## src/uart_rx_map.svh

```systemverilog
// register offsets, field positions, reset values and timing counts
// assumes byte addressing on a 32-bit avalon-mm slave port
`ifndef UART_RX_MAP_SVH
`define UART_RX_MAP_SVH

// ==========================================================
// register byte offsets
`define UR_OFF_CTRL1   8'h00
`define UR_OFF_CTRL2   8'h04
`define UR_OFF_CTRL3   8'h08
`define UR_OFF_STAT1   8'h0c
`define UR_OFF_DATA    8'h10
`define UR_OFF_BAUD    8'h14

// ==========================================================
// serial_control_one fields
`define UR_C1_ENSCI    6
`define UR_C1_M        4
`define UR_C1_WAKE     3
`define UR_C1_IDLE_COUNT_TYPE_BIT     2
`define UR_C1_PEN      1
`define UR_C1_PTY      0
// serial_control_two fields
`define UR_C2_RIE      5
`define UR_C2_IDLE_IRQ_ENABLE     4
`define UR_C2_RE       2
`define UR_C2_RWU      1
// serial_control_three fields
`define UR_C3_R8       7
`define UR_C3_OVERRUN_IRQ_ENABLE     3
`define UR_C3_NOISE_IRQ_ENABLE     2
`define UR_C3_FRAMING_IRQ_ENABLE     1
`define UR_C3_PARITY_IRQ_ENABLE     0
// serial_status_one fields
`define UR_S1_FULL     5
`define UR_S1_IDLE     4
`define UR_S1_OVR      3
`define UR_S1_NOISE    2
`define UR_S1_FRAME    1
`define UR_S1_PARITY   0

// ==========================================================
// reset values and timing
`define UR_BAUD_RST    16'h0043
`define UR_PH_FIRST    5'h01
`define UR_PH_S1       5'h03
`define UR_PH_S2       5'h05
`define UR_PH_S3       5'h07
`define UR_PH_D1       5'h08
`define UR_PH_D2       5'h09
`define UR_PH_D3       5'h0a
`define UR_PH_LAST     5'h10
`define UR_DATA_BITS8  4'h8
`define UR_DATA_BITS9  4'h9
`define UR_IDLE_RT10   8'ha0
`define UR_IDLE_RT11   8'hb0

`endif

```

## src/uart_rx_pkg.sv

```systemverilog
// types shared by the receive block
// assumes uart_rx_map.svh holds every number
package uart_rx_pkg;

    typedef enum logic [1:0] {
        ST_HUNT  = 2'b00,
        ST_START = 2'b01,
        ST_BITS  = 2'b10
    } rx_state_t;

    typedef struct packed {
        logic full;
        logic idle;
        logic ovr;
        logic noise;
        logic frame;
        logic parity;
    } rx_flags_t;

    typedef struct packed {
        logic ensci;
        logic nine;
        logic wake_addr;
        logic idle_count_type_bit;
        logic pen;
        logic pty;
        logic rie;
        logic idle_irq_enable;
        logic re;
        logic overrun_irq_enable;
        logic noise_irq_enable;
        logic framing_irq_enable;
        logic parity_irq_enable;
    } rx_ctrl_t;

endpackage : uart_rx_pkg

```

## src/uart_rx_recovery_wakeup.sv

```systemverilog
// receive half of an asynchronous serial port with avalon-mm registers
// assumes rxd is asynchronous; stop_mode and wait_mode come from sys_clk
// logic; flags are cleared by reading status, then reading data
//
// What this block does
// - sixteen sample phases per received bit
// - start phases 8-10 high set noise only
// - stop majority low frames; disagreement flags noise
// - break character sets framing error
// - framing error rises with receive-full
// - falling edges after a one, outside phases 8-10, resync phase
// - stop sampled at phase ten of bit
// - standby suppresses all receiver interrupts
// - wake bit: one address mark, zero idle
// - address mark clears standby, sets full
// - idle wakeup sets neither idle nor full
// - idle type: count after stop or start
// - immediate idle wake tolerated
// - transfer sets full, interrupt if enabled
// - ten or eleven high bits set idle
// - overrun keeps old character, drops new
// - noise in any bit raises error interrupt if enabled
// - framing error gated by its enable
// - parity mismatch sets parity error flag
// - wait mode keeps running, interrupts wake
// - stop mode freezes state, no wakeup
//
// The register addresses and the Avalon-MM register port are this design's own decisions.
`timescale 1ns/10ps
`default_nettype none
`include "uart_rx_map.svh"

module uart_rx_recovery_wakeup
    import uart_rx_pkg::*;
#(
    parameter int BAUD_W = 16
) (
    input  wire logic        sys_clk,
    input  wire logic        arst_n,
    input  wire logic [7:0]  address,
    input  wire logic        read,
    input  wire logic        write,
    input  wire logic [31:0] writedata,
    output var  logic [31:0] readdata,
    output logic             waitrequest,
    input  wire logic        rxd,
    input  wire logic        wait_mode,
    input  wire logic        stop_mode,
    output logic             rx_irq,
    output logic             err_irq,
    output logic             cpu_wake
);

    // ==========================================================
    // elaboration check
    if (BAUD_W < 4 || BAUD_W > 16) begin : g_bad_width
        $error("BAUD_W must lie between 4 and 16");
    end

    // ==========================================================
    // registers
    rx_ctrl_t          ctrl;
    rx_flags_t         flags;
    logic              rx_standby_bit;
    logic [BAUD_W-1:0] baud;
    logic [8:0]        data_buf;
    logic              stat_seen;
    logic              ack;
    logic              rx_m;
    logic              rx_s;
    logic [BAUD_W-1:0] div_cnt;
    rx_state_t         state;
    logic [4:0]        phase;
    logic [3:0]        bit_idx;
    logic [2:0]        hist;
    logic [1:0]        smp;
    logic [8:0]        shift;
    logic              par_acc;
    logic              noise_acc;
    logic              last_bit;
    logic              prev_s;
    logic [7:0]        idle_cnt;
    logic              idle_armed;

    // ==========================================================
    // bus decode
    wire req       = read | write;
    wire accept    = req & ack;
    wire sel_c1    = (address == `UR_OFF_CTRL1);
    wire sel_c2    = (address == `UR_OFF_CTRL2);
    wire sel_c3    = (address == `UR_OFF_CTRL3);
    wire sel_s1    = (address == `UR_OFF_STAT1);
    wire sel_dat   = (address == `UR_OFF_DATA);
    wire sel_bd    = (address == `UR_OFF_BAUD);
    wire wr_c1     = accept & write & sel_c1;
    wire wr_c2     = accept & write & sel_c2;
    wire wr_c3     = accept & write & sel_c3;
    wire wr_bd     = accept & write & sel_bd;
    wire rd_s1     = accept & read & sel_s1;
    wire rd_dat    = accept & read & sel_dat;
    wire flag_clr  = rd_dat & stat_seen;
    // one wait state so read data is registered
    assign waitrequest = req & ~ack;

    wire [7:0] c1_val = {1'b0, ctrl.ensci, 1'b0, ctrl.nine,
                         ctrl.wake_addr, ctrl.idle_count_type_bit, ctrl.pen, ctrl.pty};
    wire [7:0] c2_val = {2'b00, ctrl.rie, ctrl.idle_irq_enable, 1'b0, ctrl.re,
                         rx_standby_bit, 1'b0};
    wire [7:0] c3_val = {data_buf[8], 3'b000, ctrl.overrun_irq_enable, ctrl.noise_irq_enable,
                         ctrl.framing_irq_enable, ctrl.parity_irq_enable};
    wire [7:0] s1_val = {2'b00, flags};
    wire [31:0] rd_mux =
        sel_c1  ? {24'h000000, c1_val} :
        sel_c2  ? {24'h000000, c2_val} :
        sel_c3  ? {24'h000000, c3_val} :
        sel_s1  ? {24'h000000, s1_val} :
        sel_dat ? {24'h000000, data_buf[7:0]} :
        sel_bd  ? {{(32-BAUD_W){1'b0}}, baud} : 32'h00000000;

    // ==========================================================
    // oversampling tick
    // stop mode freezes the receive state; the divider count clears
    wire run     = ~stop_mode & ctrl.ensci & ctrl.re;
    wire rt_tick = run & (div_cnt == baud);

    // ==========================================================
    // recovery decode
    wire [3:0] data_bits = ctrl.nine ? `UR_DATA_BITS9 : `UR_DATA_BITS8;
    wire [3:0] stop_idx  = data_bits + 4'h1;
    // only the two early samples of each trio are kept; the third is live
    wire       smp_ph    = ((state == ST_START)
                           & ((phase == `UR_PH_S1) | (phase == `UR_PH_S2)))
                         | ((state == ST_BITS)
                           & ((phase == `UR_PH_D1) | (phase == `UR_PH_D2)));
    wire       maj       = (smp[1] & smp[0]) | (smp[1] & rx_s)
                         | (smp[0] & rx_s);
    wire       disagree  = ~((smp[1] == smp[0]) & (smp[0] == rx_s));
    wire       at_s3     = rt_tick & (state == ST_START)
                         & (phase == `UR_PH_S3);
    wire [1:0] st_ones   = {1'b0, smp[1]} + {1'b0, smp[0]}
                         + {1'b0, rx_s};
    wire       st_ok     = (st_ones < 2'h2);
    wire       at_d3     = rt_tick & (state == ST_BITS)
                         & (phase == `UR_PH_D3);
    wire       is_start  = (bit_idx == 4'h0);
    wire       is_stop   = (bit_idx == stop_idx);
    wire       at_stop   = at_d3 & is_stop;
    wire       fall      = prev_s & ~rx_s;
    // resync on a valid falling edge after a one
    wire       resync    = rt_tick & (state == ST_BITS) & fall
                         & last_bit & ~is_start
                         & ((phase < `UR_PH_D1) | (phase > `UR_PH_D3));
    wire       bit_end   = rt_tick & (state == ST_BITS) & ~is_stop
                         & ((phase == `UR_PH_LAST)
                           | (resync & (phase > `UR_PH_D3)));
    wire       hunt_hit  = rt_tick & (state == ST_HUNT) & ~rx_s
                         & (&hist);

    // completed character, stop bit still being decided
    wire [8:0] char9     = ctrl.nine ? shift : {shift[8], shift[8:1]};
    wire       msb       = ctrl.nine ? shift[8] : shift[8];
    // stop majority low is a framing error
    wire       frame_err = ~maj;
    wire       noise_all = noise_acc | disagree;
    // parity over data and parity bit
    wire       par_err   = ctrl.pen & (par_acc != ctrl.pty);
    // address mark ends standby and is delivered
    wire       addr_wake = at_stop & rx_standby_bit & ctrl.wake_addr & msb;
    wire       deliver   = at_stop & (~rx_standby_bit | addr_wake);
    // second character while full is lost
    wire       overrun   = deliver & flags.full;
    wire       load      = deliver & ~flags.full;

    // ==========================================================
    // idle detection
    wire [7:0] idle_thr  = ctrl.nine ? `UR_IDLE_RT11 : `UR_IDLE_RT10;
    // idle type picks where counting may begin
    wire       idle_hold = ctrl.idle_count_type_bit ? (state != ST_HUNT)
                                     : (state == ST_START);
    wire       idle_lvl  = (idle_cnt == idle_thr);
    wire       idle_hit  = rt_tick & ~idle_hold & rx_s & ~idle_lvl
                         & (idle_cnt == idle_thr - 8'h01);
    // an already idle line wakes at once
    wire       idle_wake = rx_standby_bit & ~ctrl.wake_addr & idle_lvl & ~stop_mode;
    // idle flag after ten or eleven high bits
    wire       idle_set  = idle_hit & idle_armed & ~rx_standby_bit;

    // ==========================================================
    // interrupts
    // receive-full and idle requests
    wire rx_req  = (flags.full & ctrl.rie) | (flags.idle & ctrl.idle_irq_enable);
    wire err_req = (flags.ovr & ctrl.overrun_irq_enable) | (flags.noise & ctrl.noise_irq_enable)
                 | (flags.frame & ctrl.framing_irq_enable)
                 | (flags.parity & ctrl.parity_irq_enable);
    assign rx_irq   = rx_req & ~rx_standby_bit;
    assign err_irq  = err_req & ~rx_standby_bit;
    // wait mode wakeup; none in stop mode
    assign cpu_wake = (rx_irq | err_irq) & wait_mode & ~stop_mode;

    // ==========================================================
    // bus side
    always_ff @(posedge sys_clk or negedge arst_n) begin
        if (!arst_n) begin
            ack      <= 1'b0;
            readdata <= 32'h00000000;
        end else begin
            ack      <= req & ~ack;
            readdata <= (req & ~ack) ? rd_mux : readdata;
        end
    end

    always_ff @(posedge sys_clk or negedge arst_n) begin
        if (!arst_n) begin
            ctrl <= '0;
            baud <= BAUD_W'(`UR_BAUD_RST);
        end else begin
            if (wr_c1) begin
                ctrl.ensci     <= writedata[`UR_C1_ENSCI];
                ctrl.nine      <= writedata[`UR_C1_M];
                ctrl.wake_addr <= writedata[`UR_C1_WAKE];
                ctrl.idle_count_type_bit      <= writedata[`UR_C1_IDLE_COUNT_TYPE_BIT];
                ctrl.pen       <= writedata[`UR_C1_PEN];
                ctrl.pty       <= writedata[`UR_C1_PTY];
            end
            if (wr_c2) begin
                ctrl.rie  <= writedata[`UR_C2_RIE];
                ctrl.idle_irq_enable <= writedata[`UR_C2_IDLE_IRQ_ENABLE];
                ctrl.re   <= writedata[`UR_C2_RE];
            end
            if (wr_c3) begin
                ctrl.overrun_irq_enable <= writedata[`UR_C3_OVERRUN_IRQ_ENABLE];
                ctrl.noise_irq_enable <= writedata[`UR_C3_NOISE_IRQ_ENABLE];
                ctrl.framing_irq_enable <= writedata[`UR_C3_FRAMING_IRQ_ENABLE];
                ctrl.parity_irq_enable <= writedata[`UR_C3_PARITY_IRQ_ENABLE];
            end
            if (wr_bd) begin
                baud <= writedata[BAUD_W-1:0];
            end
        end
    end

    // standby bit: software write wins over a wake in the same cycle
    always_ff @(posedge sys_clk or negedge arst_n) begin
        if (!arst_n) begin
            rx_standby_bit <= 1'b0;
        end else if (wr_c2) begin
            rx_standby_bit <= writedata[`UR_C2_RWU];
        end else if (addr_wake | idle_wake) begin
            rx_standby_bit <= 1'b0;
        end
    end

    // ==========================================================
    // flags: a set in the clearing cycle wins
    always_ff @(posedge sys_clk or negedge arst_n) begin
        if (!arst_n) begin
            flags     <= '0;
            stat_seen <= 1'b0;
        end else begin
            stat_seen    <= rd_s1 | (stat_seen & ~rd_dat);
            flags.full   <= load | (flags.full & ~flag_clr);
            flags.frame  <= (load & frame_err) | (flags.frame & ~flag_clr);
            flags.noise  <= (load & noise_all) | (flags.noise & ~flag_clr);
            flags.parity <= (load & par_err) | (flags.parity & ~flag_clr);
            flags.ovr    <= overrun | (flags.ovr & ~flag_clr);
            flags.idle   <= idle_set | (flags.idle & ~flag_clr);
        end
    end

    always_ff @(posedge sys_clk or negedge arst_n) begin
        if (!arst_n) begin
            data_buf <= 9'h000;
        end else if (load) begin
            data_buf <= char9;
        end
    end

    // ==========================================================
    // pin synchroniser and divider
    always_ff @(posedge sys_clk or negedge arst_n) begin
        if (!arst_n) begin
            rx_m    <= 1'b1;
            rx_s    <= 1'b1;
            div_cnt <= '0;
        end else begin
            rx_m    <= rxd;
            rx_s    <= rx_m;
            div_cnt <= (~run | rt_tick) ? '0 : div_cnt + 1'b1;
        end
    end

    // ==========================================================
    // sampling and shifting
    always_ff @(posedge sys_clk or negedge arst_n) begin
        if (!arst_n) begin
            hist   <= 3'b000;
            smp    <= 2'b00;
            prev_s <= 1'b1;
        end else if (rt_tick) begin
            hist   <= {hist[1:0], rx_s};
            smp    <= smp_ph ? {smp[0], rx_s} : smp;
            prev_s <= rx_s;
        end
    end

    always_ff @(posedge sys_clk or negedge arst_n) begin
        if (!arst_n) begin
            shift     <= 9'h000;
            par_acc   <= 1'b0;
            noise_acc <= 1'b0;
            last_bit  <= 1'b1;
        end else if (hunt_hit) begin
            par_acc   <= 1'b0;
            noise_acc <= 1'b0;
            last_bit  <= 1'b0;
        end else if (at_s3) begin
            noise_acc <= ~st_ok ? 1'b0 : (st_ones != 2'h0);
        end else if (at_d3 & is_start) begin
            // late start samples high are noise
            noise_acc <= noise_acc | smp[1] | smp[0] | rx_s;
        end else if (at_d3 & ~is_stop) begin
            shift     <= {maj, shift[8:1]};
            par_acc   <= par_acc ^ maj;
            noise_acc <= noise_acc | disagree;
            last_bit  <= maj;
        end
    end

    // ==========================================================
    // receive sequence
    always_ff @(posedge sys_clk or negedge arst_n) begin
        if (!arst_n) begin
            state   <= ST_HUNT;
            phase   <= `UR_PH_FIRST;
            bit_idx <= 4'h0;
        end else if (~run) begin
            // receiver off or frozen: hold or abandon
            state <= stop_mode ? state : ST_HUNT;
        end else if (hunt_hit) begin
            state   <= ST_START;
            phase   <= `UR_PH_FIRST;
            bit_idx <= 4'h0;
        end else if (at_s3 & ~st_ok) begin
            state <= ST_HUNT;
        end else if (at_s3) begin
            state <= ST_BITS;
            phase <= phase + 5'h01;
        end else if (at_stop) begin
            // done at phase ten of stop bit
            // a break simply fails the stop test
            state <= ST_HUNT;
        end else if (bit_end) begin
            phase   <= `UR_PH_FIRST;
            bit_idx <= bit_idx + 4'h1;
        end else if (resync) begin
            phase <= `UR_PH_FIRST;
        end else if (rt_tick & (state != ST_HUNT)) begin
            phase <= phase + 5'h01;
        end
    end

    // ==========================================================
    // idle counter
    always_ff @(posedge sys_clk or negedge arst_n) begin
        if (!arst_n) begin
            idle_cnt   <= 8'h00;
            idle_armed <= 1'b0;
        end else begin
            if (rt_tick) begin
                if (~rx_s | idle_hold) begin
                    idle_cnt <= 8'h00;
                end else if (~idle_lvl) begin
                    idle_cnt <= idle_cnt + 8'h01;
                end
            end
            // one idle flag per quiet period after traffic
            idle_armed <= at_stop | (idle_armed & ~idle_hit);
        end
    end

endmodule : uart_rx_recovery_wakeup

`default_nettype wire

```

## config.mk

```make
export PLATFORM = sky130hd
export DESIGN_NAME = uart_rx_recovery_wakeup
export DESIGN_NICKNAME = d
export VERILOG_FILES = /design/src/uart_rx_pkg.sv /design/src/uart_rx_recovery_wakeup.sv
export VERILOG_INCLUDE_DIRS = /design/src /design/src/src
export SDC_FILE = /design/constraint.sdc
export NUM_CORES = 1
export LEC_CHECK = 0
export BUFFER_PORTS_ARGS = -buffer_cell sky130_fd_sc_hd__buf_2
export CORE_UTILIZATION = 58
export DETAILED_ROUTE_END_ITERATION = 6
export PLACE_DENSITY = 0.8
export RECOVER_POWER = 50
export SETUP_SLACK_MARGIN = 0.2
export SYNTH_ARGS = -nofsm -noshare
export SYNTH_HDL_FRONTEND = slang
export SYNTH_SLANG_ARGS = --single-unit
```

## constraint.sdc

```tcl
create_clock -name sys_clk -period 2.4 [get_ports sys_clk]
set_input_delay 0.48 -clock sys_clk [delete_from_list [all_inputs] [get_ports sys_clk]]
set_output_delay 0.48 -clock sys_clk [all_outputs]
set_load 0.05 [all_outputs]
```

# After elaboration in Yosys (flattened, before gate mapping)
# Cells that the tools add are included.
# op_classes
n_addsub	8
n_lt_le_gt_ge	3
n_eq_ne	29
n_mux	46
n_bitwise	127
reduce_logical	18
# op_table
cell	n
$mux W16	7
$and A1 B1 Y1	77
$mux W5	8
$or A1 B1 Y1	29
$mux W8	3
$mux W4	5
$not A1 Y1	20
$mux W1	17
$add A16 B1 Y16 const B	1
$eq A16 B16 Y1	1
$eq A8 B4 Y1 const B	2
$eq A8 B5 Y1 const B	2
$eq A8 B8 Y1	2
$eq A5 B4 Y1 const B	3
$mux W2	6
$eq A5 B3 Y1 const B	2
$reduce_bool A2 Y1	5
$add A4 B1 Y4 const B	2
$add A8 B1 Y8 const B	1
$eq A8 B3 Y1 const B	1
$logic_not A8 Y1	1
$ne A2 B1 Y1 const B	4
$reduce_and A4 Y1	2
$sub A8 B1 Y8 const B	1
other kinds (24)	29
# word_totals
reg_bits	135
in_bits	47
output_inout_bits	36
wordCells	271

# Longest topological paths before layout
# depth
ltp_word	17
mapped_depth	8
mapped_depth_nobuf	8

# Worst setup path before layout
# No wires, ideal clock.
# synth_path
path_type	reg-to-output
from	reg flags[3] (netlist name)
to	out cpu_wake
t_arrival_ps	2521
required_time_ps	1920
path_slack_ps	-601
path_stages_with_launch	5
path_buffers	0
path_cell_list	dfrtp_1 > a22oi_1 > a21oi_1 > nor2_1 > nor3b_1
# synth_via
elab_chain_len	8
# synth_rtl
element	line	rtl
from (decl)	uart_rx_recovery_wakeup.sv:63	rx_flags_t flags;
$and A1 B1 Y1	uart_rx_recovery_wakeup.sv:192	wire err_req = (flags.ovr & ctrl.overrun_irq_enable) | (flags.noise & ctrl.noise_irq_enable)
$or A1 B1 Y1	uart_rx_recovery_wakeup.sv:192	
$or A1 B1 Y1	uart_rx_recovery_wakeup.sv:193	| (flags.frame & ctrl.framing_irq_enable)
$or A1 B1 Y1	uart_rx_recovery_wakeup.sv:194	| (flags.parity & ctrl.parity_irq_enable);
$and A1 B1 Y1	uart_rx_recovery_wakeup.sv:196	assign err_irq = err_req & ~rx_standby_bit;
via err_irq	uart_rx_recovery_wakeup.sv:50	output logic err_irq,
$or A1 B1 Y1	uart_rx_recovery_wakeup.sv:198	assign cpu_wake = (rx_irq | err_irq) & wait_mode & ~stop_mode;
$and A1 B1 Y1 (2 in a row)	uart_rx_recovery_wakeup.sv:198	
to (decl)	uart_rx_recovery_wakeup.sv:51	output logic cpu_wake
# The timed path passes the listed nets, and every way through them passes these cells.

# Worst setup path in the final report
# layout_path
from	reg div_cnt[9]
to	reg idle_cnt[0]
# layout_via
elab_chain_len	3
# layout_rtl
element	line	rtl
from (decl)	uart_rx_recovery_wakeup.sv:71	logic [BAUD_W-1:0] div_cnt;
from (signal assigned)	uart_rx_recovery_wakeup.sv:288	div_cnt <= (~run | rt_tick) ? '0 : div_cnt + 1'b1;
$eq A16 B16 Y1	uart_rx_recovery_wakeup.sv:124	wire rt_tick = run & (div_cnt == baud);
$and A1 B1 Y1	uart_rx_recovery_wakeup.sv:124	
$reduce_and A2 Y1 (no source line)	--	
to (signal assigned)	uart_rx_recovery_wakeup.sv:373	idle_cnt <= idle_cnt + 8'h01;
to (decl)	uart_rx_recovery_wakeup.sv:82	logic [7:0] idle_cnt;
# No other way between the ends.
# A chain may end at the register's enable or synchronous reset.

==> impl_metrics.tcl <==
set metrics [dict create \
    hold_path.class "in -> reg" \
    grt.total_usage 0.2923 \
    grt_antenna_before_repair 0 \
    dieHeight_um 104.7 \
    synth_edf_count 0 \
    final_cell_area_sq_um 7651 \
    cp.required_ns 2.81 \
    core_sq_um 10280 \
    nFillCells 641 \
    final_layout_size_suffix_gt1_frac 0.3348 \
    numCtsBuffers 17 \
    ys_seq_elements 119 \
    drtPass1Iterations 5 \
    final_cell_mix "dfrtp_1, nand2_1, buf_2, mux2_2, buf_4" \
    diodes 0 \
    crit_path_start_kind "flip-flop" \
    switching_share 0.2311 \
    yosys_warnings 0 \
    numClockSinks 119 \
    syn_area_per_cell_sq_um 10.41 \
    dieWidth_um 104.7 \
    hold_viol 0 \
    crit_path_end_kind "flip-flop" \
    io-pin-count 83 \
    grt_max_degree 85 \
    grt_pass1_vias 4924 \
    internal_power_mw 3.901 \
    max_clock_freq_mhz 450.5 \
    cp_max_fo 5 \
    tightest_slew_ns 1.114 \
    p_switching_mw 1.173 \
    io_buffers 50 \
    synthArstFlopShare 1.000 \
    p_leak_nw 3.470 \
    yosysUniqueCellTypes 64 \
    root_buffer "clkbuf_8" \
    gp_congestion 0.9122 \
    critPathArrivalTime_ns 2.63 \
    layout_commonest_cell "dfrtp_1" \
    hpwl_mm 9.915 \
    vias_per_cell 6.194 \
    start_util 0.5956 \
    ant_nets 0 \
    pwr-share-seq 0.405 \
    rsz0062_at_grt "true" \
    dpl_cell_area_sq_um 6685 \
    clk_latency_ns 0.53 \
    combPwrFrac 0.064 \
    seq_area_frac_synth 0.4881 \
    drt-wirelength-per-cell_um 19.12 \
    power_density_nw_per_um2 663.2 \
    netlist_instances 588 \
    path_clk_slew_ns 0.06 \
    tritoncts "done" \
    finalNetCount 741 \
    area_growth_pct 25.00 \
    vdd_drop_max_mv 0.8744 \
    grt_pass1_wl_mm 24.64 \
    post-route-period-util 0.9249 \
    h-tree-depth 4 \
    outcome "complete, no violations" \
    maxCapViolations 0 \
    synth-main-ff-cell "dfrtp_1" \
    drc 0 \
    maxSlewHeadroom 0.2571 \
    drv_slew 0 \
    drt-initial-drc-count 472 \
    setup_viol_count_final 0 \
    dieArea_sq_um 10970 \
    path_class "reg -> reg" \
    rows 37 \
    fin_crit_ns 2.220 \
    clkPwrFrac 0.531 \
    clk_path_buf_depth 2 \
    synth_area_sq_um 6121 \
    num_vias 5153 \
    wl_mm 15.91 \
    grt-ovfl-total 0 \
    final.setup.worst_slack_ns 0.1803 \
    pre_cts_ws_ns -0.05017 \
    clock_skew_ns 0.009169 \
]
[area by class of cell]
type,count,area (sq um),share of cell area
multi-input combinational,431,3132,0.4093
inverter,14,52.55,0.006868
sequential,119,2994,0.3913
timing repair buffer,100,673.1,0.08798
clock buffer,21,459.2,0.06002
tap,136,170.2,0.02224
clock inverter,11,170.2,0.02224
[cells by family (layout without fill, tap and decap cells)]
logic type / count (synthesis) / in the layout / synth area share
adders and majority gates: 11 / 11 / 0.02371
xor gates and xnor gates: 31 / 31 / 0.04436
and+or+nand+nor: 199 / 199 / 0.1691
muxes: 62 / 62 / 0.1143
buffers and inverters: 53 / 146 / 0.04518
AOI/OAI and AO/OA: 112 / 112 / 0.1147
other: 1 / 16 / 0.0006127
DFF: 119 / 119 / 0.4881
[state kept, by name, summed over array words and instances (netlist names), 2 cells and up]
signal / cells
c2_val: 3
c3_val: 4
state: 2
flags: 6
baud: 16
phase: 5
hist: 3
c1_val: 6
bit_idx: 4
div_cnt: 16
shift: 9
smp: 2
idle_cnt: 8
readdata: 16
data_buf: 9
[per-layer routing]
layer,GRT usage,routed length (um)
met5,0,0
met4,0.1348,557
met1,0.3797,6318
met3,0.06800,1400
met2,0.4669,7629
[per-stage QoR]
stage | instances | hold WS (ns) | power, mW | TNS, ns | utilization
after floorplan | 603 | 0.1844 | 2.273 | -0.3674 | -
after global placement | 781 | 0.3467 | 2.369 | -0.004008 | 0.6505
after detailed placement | 781 | 0.3489 | 2.377 | -0.3906 | 0.6505
after CTS | 824 | 0.03925 | 5.070 | 0 | 0.7264
after global routing | 832 | 0.03970 | 5.209 | 0 | 0.7445
final | 832 | 0.05246 | 5.074 | 0 | 0.7445
[final timing paths]
check                                startpoint                       to  slack, ns  cells past startpoint
hold / removal                              rxd           rx_m$_DFF_PN1_       0.05                      1
setup / recovery           div_cnt[9]$_DFF_PN0_  idle_cnt[0]$_DFFE_PN0P_       0.18                      8
min in group asynchronous                arst_n     phase[4]$_DFFE_PN0P_       0.71                      3
setup reg to reg           div_cnt[9]$_DFF_PN0_  idle_cnt[0]$_DFFE_PN0P_       0.18                      8
max in group asynchronous                arst_n     div_cnt[9]$_DFF_PN0_       0.78                      3
hold reg to reg                  rx_m$_DFF_PN1_           rx_s$_DFF_PN1_       0.35                      0
[critical path, cell delays in order, from the launching register on]
cell and delay (ns):
dfrtp_2 0.44, xnor2_2 0.21, nand4_1 0.18, nor4_4 0.41, buf_4 0.22, and2_4 0.19, buf_6 0.13, o21ai_2 0.06
mux2_4 0.26
[repair_timing]
action | 4_1_cts | 5_1_grt
pin swaps | 8 | 13
hold buffers | 1 | 0
setup buffers | 9 | 8
hold endpoints to repair | 2 | 0
cloned | 1 | 0
setup endpoints to repair | 31 | 59
gates resized for setup | 22 | 48
[cell usage after synthesis (3+ instances only)]
| master | number | area share |
|---|---|---|
| nor3_1 | 12 | 0.0098 |
| nor2b_1 | 4 | 0.0041 |
| nand2b_1 | 7 | 0.0072 |
| xor2_1 | 11 | 0.016 |
| ha_1 | 10 | 0.020 |
| dfrtp_1 | 111 | 0.45 |
| or2_2 | 3 | 0.0031 |
| xnor2_1 | 20 | 0.029 |
| dfstp_2 | 8 | 0.034 |
| a22o_1 | 12 | 0.017 |
| nand3_1 | 21 | 0.017 |
| nor3b_1 | 5 | 0.0061 |
| clkbuf_1 | 16 | 0.0098 |
| a22oi_1 | 5 | 0.0061 |
| or3_1 | 3 | 0.0031 |
| o31ai_1 | 3 | 0.0037 |
| o2111ai_1 | 3 | 0.0043 |
| o21ai_0 | 48 | 0.039 |
| buf_4 | 18 | 0.022 |
| nand2_1 | 67 | 0.041 |
| nand4_1 | 7 | 0.0072 |
| and3_1 | 9 | 0.0092 |
| nor2_1 | 35 | 0.021 |
| a21oi_1 | 17 | 0.014 |
| mux2i_1 | 17 | 0.028 |
| inv_1 | 14 | 0.0086 |
| or4_1 | 3 | 0.0037 |
| mux2_2 | 43 | 0.079 |
| o22ai_1 | 4 | 0.0041 |
| nand4b_1 | 4 | 0.0057 |
| a31oi_1 | 5 | 0.0051 |
[power by group through the flow]
| stage | Combinational [mW] | Sequential, mW | Clock, mW |
|---|---|---|---|
| 2_1_floorplan | 0.182 | 2.09 | 0 |
| 3_3_place_gp | 0.284 | 2.09 | 0 |
| 3_5_place_dp | 0.290 | 2.09 | 0 |
| 4_1_cts | 0.317 | 2.05 | 2.70 |
| 5_1_grt | 0.344 | 2.06 | 2.81 |
| 6_report | 0.322 | 2.06 | 2.70 |
No activity file was read; power rests on OpenSTA's default activity.
